--- src/toc_pkg.sv ---
// constants and types of the timer16 output compare unit
// Functional notes
// - each channel compares count to its value; flag sets at next timer tick
// - flag with interrupt enable requests interrupt; service acknowledge clears the flag
// - writing one to a flag bit clears it; zero leaves it
// - channel A compare value can serve as the counter TOP
// - double buffering on in the twelve PWM modes, off otherwise
// - buffered compare value loads into active register at TOP or BOTTOM
// - software writes reach buffer when buffered, active register otherwise
// - only software changes compare value; high byte reads directly
// - high byte first into staging byte; low write moves 16 bits at once
// - force strobe in non-PWM modes acts like a match, no flag
// - count write blocks all matches on the following timer tick
// - count written equal to TOP skips that TOP, counts on to 0xFFFF
// - output state survives mode changes and resets to 0
// - action field is not buffered; next match uses new setting
// - nonzero action field puts output state on pin; direction bit keeps control
// - action field has no effect on capture value logic
// - action value 0 leaves output state unchanged on matches
// - action field never alters counting; selects PWM polarity or set/clear/toggle
// - waveform logic uses TOP and BOTTOM to handle extreme values; the code feeds it only the TOP event, and only in fast PWM
// - mode 0 counts up only, never clears, wraps 0xFFFF to 0x0000
`default_nettype none
package toc_pkg;
   localparam int ADDR_W = 12;
   localparam logic [11:0] REG_CTRL = 12'h000;
   localparam logic [11:0] REG_FORCE = 12'h004;
   localparam logic [11:0] REG_FLAGS = 12'h008;
   localparam logic [11:0] REG_CNT_LO = 12'h00C;
   localparam logic [11:0] REG_CNT_HI = 12'h010;
   localparam logic [11:0] REG_CMPA_LO = 12'h014;
   localparam logic [11:0] REG_CMPA_HI = 12'h018;
   localparam logic [11:0] REG_CMPB_LO = 12'h01C;
   localparam logic [11:0] REG_CMPB_HI = 12'h020;
   localparam logic [11:0] REG_TOPV_LO = 12'h024;
   localparam logic [11:0] REG_TOPV_HI = 12'h028;
   localparam logic [11:0] REG_PRESC = 12'h02C;
   localparam int CTL_MODE = 0;
   localparam int CTL_ACTA = 4;
   localparam int CTL_RUN = 8;
   localparam int CTL_IENA = 9;
   localparam int CTL_DIRA = 11;
   localparam int CTL_PORTA = 13;
   localparam logic [14:0] CTRL_RST = 15'h0000;
   localparam logic [15:0] VAL_RST = 16'h0000;
   localparam logic [7:0] PRESC_RST = 8'h00;
   localparam logic [15:0] CNT_MAX = 16'hFFFF;
   localparam logic [15:0] TOP8 = 16'h00FF;
   localparam logic [15:0] TOP9 = 16'h01FF;
   localparam logic [15:0] TOP10 = 16'h03FF;
   localparam logic [3:0] MODE_NORMAL = 4'h0;
   localparam logic [3:0] MODE_CTC_A = 4'h4;
   localparam logic [3:0] MODE_CTC_T = 4'hC;
   localparam logic [3:0] MODE_RSVD = 4'hD;
   localparam logic [1:0] ACT_NONE = 2'h0;
   localparam logic [1:0] ACT_TGL = 2'h1;
   localparam logic [1:0] ACT_CLR = 2'h2;
   localparam logic [1:0] ACT_SET = 2'h3;
   localparam logic [1:0] RESP_OKAY = 2'h0;
   localparam logic [1:0] RESP_SLVERR = 2'h2;
   typedef enum logic {CNT_UP, CNT_DOWN} toc_dir_type;
endpackage : toc_pkg
`default_nettype wire

--- src/toc_unit.sv ---
// output compare unit of a 16-bit timer with an AXI4-Lite register port
`default_nettype none
module toc_unit (
   input wire logic aclk,
   input wire logic aresetn,
   input wire logic [toc_pkg::ADDR_W-1:0] s_axi_awaddr,
   input wire logic s_axi_awvalid,
   output logic s_axi_awready,
   input wire logic [31:0] s_axi_wdata,
   input wire logic [3:0] s_axi_wstrb,
   input wire logic s_axi_wvalid,
   output logic s_axi_wready,
   output logic [1:0] s_axi_bresp,
   output logic s_axi_bvalid,
   input wire logic s_axi_bready,
   input wire logic [toc_pkg::ADDR_W-1:0] s_axi_araddr,
   input wire logic s_axi_arvalid,
   output logic s_axi_arready,
   output logic [31:0] s_axi_rdata,
   output logic [1:0] s_axi_rresp,
   output logic s_axi_rvalid,
   input wire logic s_axi_rready,
   input wire logic irq_ack_a,
   input wire logic irq_ack_b,
   output logic irq_a,
   output logic irq_b,
   output logic pin_a_out,
   output logic pin_a_oe,
   output logic pin_b_out,
   output logic pin_b_oe
);
   import toc_pkg::*;

   function automatic logic mapped(input logic [11:0] a);
      mapped = (a[1:0] == 2'h0) && (a <= REG_PRESC);
   endfunction : mapped

   // output state after a match, force or TOP event
   function automatic logic oc_next(input logic oc, input logic [1:0] act,
         input logic np, input logic fst, input logic up, input logic m,
         input logic f, input logic t, input logic tg);
      logic k;
      k = fst | ~up;
      oc_next = oc;
      if (act != ACT_NONE) begin
         if (np) begin
            if (m | f) begin
               case (act)
                  ACT_TGL: oc_next = ~oc;
                  ACT_CLR: oc_next = 1'b0;
                  ACT_SET: oc_next = 1'b1;
                  default: oc_next = oc;
               endcase
            end
         end else if (act == ACT_TGL) begin
            if (m & tg) begin
               oc_next = ~oc;
            end
         end else if (m) begin
            oc_next = (act == ACT_CLR) ? k : ~k;
         end else if (t & fst) begin
            oc_next = (act == ACT_SET);
         end
      end
   endfunction : oc_next

   ////////////////////////////////////////////////////////////////////////////
   logic awready_ff, wready_ff, bvalid_ff, arready_ff, rvalid_ff;
   logic aw_full_ff, w_full_ff, wstb_ff;
   logic [11:0] awaddr_ff;
   logic [14:0] wdata_ff;
   logic [1:0] bresp_ff, rresp_ff;
   logic [31:0] rdata_ff;
   logic [14:0] ctrl_ff;
   logic [7:0] presc_ff, div_ff, temp_ff;
   logic [15:0] cnt_ff, topv_ff;
   logic [15:0] cmp_ff [2];
   logic [15:0] buf_ff [2];
   logic [1:0] flag_ff, oc_ff, irq_ff, pin_ff, oe_ff;
   logic block_ff;
   toc_dir_type dir_ff;

   assign s_axi_awready = awready_ff;
   assign s_axi_wready = wready_ff;
   assign s_axi_bvalid = bvalid_ff;
   assign s_axi_bresp = bresp_ff;
   assign s_axi_arready = arready_ff;
   assign s_axi_rvalid = rvalid_ff;
   assign s_axi_rdata = rdata_ff;
   assign s_axi_rresp = rresp_ff;
   assign irq_a = irq_ff[0];
   assign irq_b = irq_ff[1];
   assign pin_a_out = pin_ff[0];
   assign pin_b_out = pin_ff[1];
   assign pin_a_oe = oe_ff[0];
   assign pin_b_oe = oe_ff[1];

   ////////////////////////////////////////////////////////////////////////////
   wire aw_hs = s_axi_awvalid & awready_ff;
   wire w_hs = s_axi_wvalid & wready_ff;
   wire b_hs = bvalid_ff & s_axi_bready;
   wire ar_hs = s_axi_arvalid & arready_ff;
   wire r_hs = rvalid_ff & s_axi_rready;
   wire do_wr = aw_full_ff & w_full_ff & ~bvalid_ff;
   wire wr_ok = do_wr & wstb_ff & mapped(awaddr_ff);
   wire [15:0] wr_word = {temp_ff, wdata_ff[7:0]};

   wire wr_ctrl = wr_ok && (awaddr_ff == REG_CTRL);
   wire wr_force = wr_ok && (awaddr_ff == REG_FORCE);
   wire wr_flags = wr_ok && (awaddr_ff == REG_FLAGS);
   wire wr_cnt_lo = wr_ok && (awaddr_ff == REG_CNT_LO);
   wire wr_topv_lo = wr_ok && (awaddr_ff == REG_TOPV_LO);
   wire wr_presc = wr_ok && (awaddr_ff == REG_PRESC);
   wire wr_hi = wr_ok && ((awaddr_ff == REG_CNT_HI) || (awaddr_ff == REG_CMPA_HI)
      || (awaddr_ff == REG_CMPB_HI) || (awaddr_ff == REG_TOPV_HI));
   wire [1:0] wr_cmp_lo = {wr_ok && (awaddr_ff == REG_CMPB_LO),
      wr_ok && (awaddr_ff == REG_CMPA_LO)};

   ////////////////////////////////////////////////////////////////////////////
   wire [3:0] mode = ctrl_ff[CTL_MODE +: 4];
   wire non_pwm = (mode == MODE_NORMAL) || (mode == MODE_CTC_A)
      || (mode == MODE_CTC_T) || (mode == MODE_RSVD);
   wire pwm = ~non_pwm;
   wire fast = (mode == 4'h5) || (mode == 4'h6) || (mode == 4'h7)
      || (mode == 4'hE) || (mode == 4'hF);
   wire dual = pwm & ~fast;
   wire load_bot = (mode == 4'h8) || (mode == 4'h9);
   wire tgl_a = (mode == 4'hF) || (mode == 4'h9) || (mode == 4'hB);
   wire [15:0] top_val =
      ((mode == 4'h1) || (mode == 4'h5)) ? TOP8 :
      ((mode == 4'h2) || (mode == 4'h6)) ? TOP9 :
      ((mode == 4'h3) || (mode == 4'h7)) ? TOP10 :
      ((mode == 4'h4) || (mode == 4'h9) || (mode == 4'hB) || (mode == 4'hF))
         ? cmp_ff[0] :
      ((mode == 4'h8) || (mode == 4'hA) || (mode == 4'hC) || (mode == 4'hE))
         ? topv_ff : CNT_MAX;

   // the action field is read live, so a write steers the very next match
   wire [1:0] act [2];
   assign act[0] = ctrl_ff[CTL_ACTA +: 2];
   assign act[1] = ctrl_ff[CTL_ACTA + 2 +: 2];
   wire [1:0] ien = ctrl_ff[CTL_IENA +: 2];
   wire [1:0] pdir = ctrl_ff[CTL_DIRA +: 2];
   wire [1:0] port = ctrl_ff[CTL_PORTA +: 2];
   wire [1:0] ack = {irq_ack_b, irq_ack_a};

   wire tick = ctrl_ff[CTL_RUN] && (div_ff == presc_ff);
   wire at_top = (cnt_ff == top_val);
   wire at_bot = (cnt_ff == VAL_RST);
   wire top_hit = at_top & ~block_ff;
   wire cnt_up = (dir_ff == CNT_UP);
   wire [15:0] cnt_inc = cnt_ff + 16'h0001;
   wire [15:0] cnt_dec = cnt_ff - 16'h0001;
   wire load_pt = tick & (load_bot ? (at_bot & ~block_ff) : top_hit);
   wire [1:0] match = {tick & ~block_ff & (cnt_ff == cmp_ff[1]),
      tick & ~block_ff & (cnt_ff == cmp_ff[0])};
   wire [1:0] force_s = wr_force ? (wdata_ff[1:0] & {2{non_pwm}}) : 2'h0;
   wire [1:0] clr = (wr_flags ? wdata_ff[1:0] : 2'h0) | ack;

   ////////////////////////////////////////////////////////////////////////////
   always_ff @(posedge aclk) begin
      if (!aresetn) begin
         aw_full_ff <= 1'b0;
         awready_ff <= 1'b1;
         awaddr_ff <= REG_CTRL;
      end else begin
         if (aw_hs) begin
            aw_full_ff <= 1'b1;
            awready_ff <= 1'b0;
            awaddr_ff <= s_axi_awaddr;
         end
         if (do_wr) begin
            aw_full_ff <= 1'b0;
         end
         if (b_hs) begin
            awready_ff <= 1'b1;
         end
      end
   end

   // the whole control word is held here: the master may move wdata once it is taken,
   // so nothing later in the write may read the bus lines themselves
   always_ff @(posedge aclk) begin
      if (!aresetn) begin
         w_full_ff <= 1'b0;
         wready_ff <= 1'b1;
         wdata_ff <= 15'h0000;
         wstb_ff <= 1'b0;
      end else begin
         if (w_hs) begin
            w_full_ff <= 1'b1;
            wready_ff <= 1'b0;
            wdata_ff <= s_axi_wdata[14:0];
            wstb_ff <= s_axi_wstrb[0];
         end
         if (do_wr) begin
            w_full_ff <= 1'b0;
         end
         if (b_hs) begin
            wready_ff <= 1'b1;
         end
      end
   end

   always_ff @(posedge aclk) begin
      if (!aresetn) begin
         bvalid_ff <= 1'b0;
         bresp_ff <= RESP_OKAY;
      end else if (do_wr) begin
         bvalid_ff <= 1'b1;
         bresp_ff <= mapped(awaddr_ff) ? RESP_OKAY : RESP_SLVERR;
      end else if (b_hs) begin
         bvalid_ff <= 1'b0;
      end
   end

   // compare high bytes bypass the staging byte on reads
   wire [11:0] ra = s_axi_araddr;
   wire [7:0] rd_byte =
      (ra == REG_FLAGS) ? {6'h00, flag_ff} :
      (ra == REG_CNT_LO) ? cnt_ff[7:0] :
      (ra == REG_CNT_HI) ? temp_ff :
      (ra == REG_CMPA_LO) ? buf_ff[0][7:0] :
      (ra == REG_CMPA_HI) ? buf_ff[0][15:8] :
      (ra == REG_CMPB_LO) ? buf_ff[1][7:0] :
      (ra == REG_CMPB_HI) ? buf_ff[1][15:8] :
      (ra == REG_TOPV_LO) ? topv_ff[7:0] :
      (ra == REG_TOPV_HI) ? topv_ff[15:8] :
      (ra == REG_PRESC) ? presc_ff : 8'h00;
   wire [31:0] rd_word = (ra == REG_CTRL) ? {17'h0_0000, ctrl_ff} : {24'h00_0000, rd_byte};

   always_ff @(posedge aclk) begin
      if (!aresetn) begin
         arready_ff <= 1'b1;
         rvalid_ff <= 1'b0;
         rdata_ff <= 32'h0000_0000;
         rresp_ff <= RESP_OKAY;
      end else if (ar_hs) begin
         arready_ff <= 1'b0;
         rvalid_ff <= 1'b1;
         rdata_ff <= mapped(ra) ? rd_word : 32'h0000_0000;
         rresp_ff <= mapped(ra) ? RESP_OKAY : RESP_SLVERR;
      end else if (r_hs) begin
         arready_ff <= 1'b1;
         rvalid_ff <= 1'b0;
      end
   end

   ////////////////////////////////////////////////////////////////////////////
   // a write wins over the read latch when both hit the staging byte
   always_ff @(posedge aclk) begin
      if (!aresetn) begin
         temp_ff <= 8'h00;
      end else if (wr_hi) begin
         temp_ff <= wdata_ff[7:0];
      end else if (ar_hs && (ra == REG_CNT_LO)) begin
         temp_ff <= cnt_ff[15:8];
      end
   end

   // capture value serves only as a TOP source here, the action field never reaches it
   always_ff @(posedge aclk) begin
      if (!aresetn) begin
         ctrl_ff <= CTRL_RST;
         presc_ff <= PRESC_RST;
         topv_ff <= VAL_RST;
      end else begin
         // control takes the latched word, one cycle after the data beat
         if (wr_ctrl) begin
            ctrl_ff <= wdata_ff;
         end
         if (wr_presc) begin
            presc_ff <= wdata_ff[7:0];
         end
         if (wr_topv_lo) begin
            topv_ff <= wr_word;
         end
      end
   end

   always_ff @(posedge aclk) begin
      if (!aresetn || !ctrl_ff[CTL_RUN] || tick) begin
         div_ff <= 8'h00;
      end else begin
         div_ff <= div_ff + 8'h01;
      end
   end

   ////////////////////////////////////////////////////////////////////////////
   // the count write has priority over every count step
   always_ff @(posedge aclk) begin
      if (!aresetn) begin
         cnt_ff <= VAL_RST;
         dir_ff <= CNT_UP;
      end else if (wr_cnt_lo) begin
         cnt_ff <= wr_word;
      end else if (tick) begin
         if (dual) begin
            if (cnt_up && top_hit) begin
               dir_ff <= CNT_DOWN;
               cnt_ff <= cnt_dec;
            end else if (!cnt_up && at_bot && !block_ff) begin
               dir_ff <= CNT_UP;
               cnt_ff <= cnt_inc;
            end else begin
               cnt_ff <= cnt_up ? cnt_inc : cnt_dec;
            end
         end else begin
            dir_ff <= CNT_UP;
            cnt_ff <= top_hit ? VAL_RST : cnt_inc;
         end
      end
   end

   // the block waits for a tick, so it also holds while the timer is stopped
   always_ff @(posedge aclk) begin
      if (!aresetn) begin
         block_ff <= 1'b0;
      end else if (wr_cnt_lo) begin
         block_ff <= 1'b1;
      end else if (tick) begin
         block_ff <= 1'b0;
      end
   end

   ////////////////////////////////////////////////////////////////////////////
   always_ff @(posedge aclk) begin
      for (int i = 0; i < 2; i++) begin
         if (!aresetn) begin
            buf_ff[i] <= VAL_RST;
            cmp_ff[i] <= VAL_RST;
         end else begin
            if (pwm && load_pt) begin
               cmp_ff[i] <= buf_ff[i];
            end
            if (wr_cmp_lo[i]) begin
               buf_ff[i] <= wr_word;
               if (non_pwm) begin
                  cmp_ff[i] <= wr_word;
               end
            end
         end
      end
   end

   // a new match beats a clear arriving in the same cycle
   always_ff @(posedge aclk) begin
      if (!aresetn) begin
         flag_ff <= 2'h0;
         irq_ff <= 2'h0;
      end else begin
         flag_ff <= match | (flag_ff & ~clr);
         irq_ff <= flag_ff & ien & ~clr;
      end
   end

   // output state ignores mode writes; only events move it
   always_ff @(posedge aclk) begin
      for (int i = 0; i < 2; i++) begin
         if (!aresetn) begin
            oc_ff[i] <= 1'b0;
            pin_ff[i] <= 1'b0;
            oe_ff[i] <= 1'b0;
         end else begin
            oc_ff[i] <= oc_next(oc_ff[i], act[i], non_pwm, fast, cnt_up,
               match[i], force_s[i], tick & top_hit, (i == 0) && tgl_a);
            pin_ff[i] <= (act[i] != ACT_NONE) ? oc_ff[i] : port[i];
            oe_ff[i] <= pdir[i];
         end
      end
   end
endmodule : toc_unit
`default_nettype wire

--- config.mk ---
export PLATFORM = sky130hd
export DESIGN_NAME = toc_unit
export DESIGN_NICKNAME = d
export VERILOG_FILES = /design/src/toc_pkg.sv /design/src/toc_unit.sv
export SDC_FILE = /design/constraint.sdc
export NUM_CORES = 1
export LEC_CHECK = 0
export BUFFER_PORTS_ARGS = -buffer_cell sky130_fd_sc_hd__buf_2
export CAP_MARGIN = 20
export CORE_ASPECT_RATIO = 1.4
export CORE_UTILIZATION = 43
export CTS_CLUSTER_DIAMETER = 60
export DETAILED_ROUTE_END_ITERATION = 10
export RECOVER_POWER = 50
export SLEW_MARGIN = 25
export SYNTH_ARGS = -nofsm -noshare
export SYNTH_HDL_FRONTEND = slang
export SYNTH_SLANG_ARGS = --single-unit
--- constraint.sdc ---
create_clock -name aclk -period 4 [get_ports aclk]
set_input_delay 0.2 -clock aclk [delete_from_list [all_inputs] [get_ports aclk]]
set_output_delay 0.2 -clock aclk [all_outputs]
set_load 0.005 [all_outputs]
==> summary.txt <==
Layout
  – Commonest non-fill, non-tap cell in the layout: nand2_1
  – N_diodes: 0
  – Nets: about 1400
  – Layout cells sized above 1: 0.119
  – Fin area: about 13000 sq um
  – P&R area growth vs syn: 13.9%
  – # fillers: between 2000 and 2500
  – Commonest non-fill, non-tap cells in the layout: nand2_1 (151), dfxtp_1 (135), nor2_1 (129)

Placement
  – Place WS: 0.475 ns
  – Placer Congestion: 0.911
  – Placed cell area: ~12000 sq um
  – Detail Placement HPWL: 26300 um
  – Port Buffers: 76

Synthesis
  – Avg Cell Area, Syn: around 8.6 sq um
  – EDFF count, synth: 64
  – Gate Count Post-Synth: 1277
  – Largest family of logic cells by synthesized area: simple AND/OR/NAND/NOR gates
  – Cell taking the most area after synthesis: dfxtp_1
  – Top cell type's share of synthesized area: 0.246
  – Simple-gate area share of the yosys netlist: 0.224
  – Area contributors post-synth: dfxtp_1 (25%), edfxtp_1 (17%), nand2_1 (5.2%)
  – Post-synthesis async set-or-reset flop share: 0
  – FF+latch count, synth: slightly below 200
  – Multiplexer area fraction after synthesis: 0.0522
  – Xor and xnor area share after synthesis: 0.0430
  – Post-Syn Area: around 11000 sq um
  – Main synth FF type: dfxtp_1
  – Netlist cell types: between 70 and 80
  – Synth warnings: 0
  – Adder-Cell Fraction of Synth Area: 0.00341
  – Register area share after synthesis: 0.421
  – Compound-gate portion of the synthesized area: 0.195

Global route
  – GRT overflow: 0
  – Largest net degree at the start of global routing: 57
  – Tot GR Track Use: 0.285
  – Vias in the first global route: 9502
  – First-pass GRT wire length: 55200 um
  – Initial antenna violation count: 0

Floorplan
  – Rows: just under 70
  – Die height: 191 um
  – Die area: 26200 sq um
  – Die width: about 140 um
  – Starting Density: 0.442
  – I/O pin count: around 120
  – CORE AREA: roughly 25000 sq um

Clock tree
  – CTS clk-pin slew, worst paths: 0.07 ns
  – Clk root buf: clkbuf_16
  – CTS sink cnt: 199
  – Deepest clock path buffer count: 2
  – H-Tree Depth: 4
  – Setup Buffers After CTS: 0
  – Total CTS buffers: 17
  – CTS tree: yes
  – Worst-skew pair later-pin latency: between 0.4 and 0.5 ns
  – Cts repair resizes: 0

Hold path
  – Hold Path Class: in2reg

STA
  – Setup violators final: 0
  – Setup tns final: 0 ns
  – Tmin final: around 3.6 ns
  – Fin crit share: 0.899
  – Slew at the pin closest to its max-slew limit: about 1.3 ns
  – Unrepaired setup endpoints after global routing: no
  – Relative slew margins: 0.110
  – Worst clock skew: 0.0103 ns
  – Fin. Hold Viols: 0
  – Fin worst setup slack: between 0.4 and 0.5 ns
  – Fmax: between 200 and 300 MHz
  – Slew Limit Fails: 0

Drt
  – Final WL: 35700 um
  – Final ANT Viol Nets: 0
  – Detailed-route wire length per cell: approximately 21 um
  – Iter 0 DRT Violations: between 900 and 1000
  – Vias per cell: 5.90
  – Initial DRT Pass Iterations: 5
  – Total number of vias: ~10000
  – # DRC: 0

Worst setup path
  – Critical Path End Type: register
  – Worst path arrival time: about 3.9 ns
  – Crit Path Class: reg2reg
  – Most frequent CP cell: buf_4
  – Worst EP required: roughly 4.3 ns
  – CP max stage delay: around 0.74 ns
  – Crit start category: register
  – CP Cell Sequence: nand2b_1 -> buf_4 -> a31o_2 -> a221oi_1 -> a311o_1 -> nor4_4 -> a21oi_2 -> buf_4 -> nor2_1 -> a211oi_1 -> nor4_1
  – CP Max Fanout: 16
  – Crit-path slowest cell: a21oi_2

Power and ir drop
  – PwrDens: about 340 nW/um^2
  – Peak VDD IR: approximately 0.33 mV
  – Cell leakage power: ~4.6 nW

Outcome
  – Outcome: completed

Flow run
  – Max cap viols: 0
-- Yosys cell counts, types with 6 or more instances --
library cell	count
and2_1	42
a22oi_1	15
a211oi_1	9
a21oi_1	93
xnor2_1	38
mux2i_1	36
dfxtp_1	135
a31oi_1	8
nor3_1	25
nand4_1	8
edfxtp_1	64
buf_4	20
o211ai_1	6
nand2b_1	18
nor2_1	129
mux4_2	8
a311oi_1	10
nand2_1	151
nor4_1	10
a31o_2	7
or4_1	11
nand3_1	34
a221oi_1	8
nor2b_1	10
inv_1	35
o21ai_0	56
o31ai_1	12
buf_2	12
o22ai_1	10
xor2_1	16
a22o_1	33
and3_1	20
clkbuf_1	76
or3_1	17
-- path summary, 6_finish.rpt --
path	startpoint	end	slack, ns	depth (start not counted)
max	ctrl_ff[1]	cnt_ff[15]	0.40	11
min	s_axi_bready	s_axi_wready	0.02	3
min reg2reg	awaddr_ff[7]	awaddr_ff[7]	0.45	2
max reg2reg	ctrl_ff[1]	cnt_ff[15]	0.40	11
-- routing by layer --
metal / vias to the layer above / track usage / wire length [um]
met5: - / 0 / 0
met4: 0 / 0.185 / 2330
met3: 106 / 0.0438 / 2210
met2: 397 / 0.482 / 17300
met1: 4672 / 0.332 / 13800
li1: 4690 / - / -
-- state kept, by name, summed over array words and instances (netlist names), 12 cells and up --
signal	flops
ctrl_ff	15
buf_ff	32
topv_ff	16
cmp_ff	32
wdata_ff	15
s_axi_rdata	15
cnt_ff	16
awaddr_ff	12
-- worst max-delay path: cells and delay by family (launching register included) --
kind	cells	cell delay, ns
buffers and inverters	2	0.58
AO/OA/AOI/OAI	5	1.88
flip-flops	1	0.31
AND/OR/NAND/NOR	4	0.65
-- kinds of logic after synthesis --
family / count (synthesis)
AO/OA/AOI/OAI: 318
XOR/XNOR: 54
adder cells (fa/ha/maj): 3
buffers and inverters: 152
flip-flops: 199
multiplexers: 47
other: 1
AND/OR/NAND/NOR: 503
-- power breakdown --
part / internal (W) / switching, W / total [W]
logic: 0.0000835 / 0.000128 / 0.000212
registers: 0.00212 / 0.0000581 / 0.00218
clock network: 0.00104 / 0.000792 / 0.00184
-- metrics by stage --
step / utilization / power [W] / instances / hold WS (ns)
3_5_place_dp: 0.470 / 0.00242 / 1615 / 0.416
3_3_place_gp: 0.470 / 0.00242 / 1615 / 0.408
2_1_floorplan: - / 0.00235 / 1295 / 0.300
6_report: 0.504 / 0.00423 / 1673 / 0.0181
5_1_grt: 0.504 / 0.00435 / 1673 / 0.0225
4_1_cts: 0.506 / 0.00425 / 1673 / 0.00240
-- cell type report --
| cell class | instances | area, sq um | share of cell area |
|---|---|---|---|
| multi-input cells | 944 | 5790 | 0.462 |
| flip-flops and latches | 199 | 4620 | 0.369 |
| repair buffers | 147 | 943 | 0.0754 |
| clock buffers | 21 | 504 | 0.0403 |
| well taps | 315 | 394 | 0.0315 |
| inverters | 36 | 136 | 0.0109 |
| clock inverters | 11 | 128 | 0.0102 |
-- what timing repair did --
action | 4_1_cts | 5_1_grt
hold buffers | 26 | 0
hold endpoints to repair | 26 | 0
endpoints found under the setup margin | 0 | 0
No activity file was read; power rests on OpenSTA's default activity.
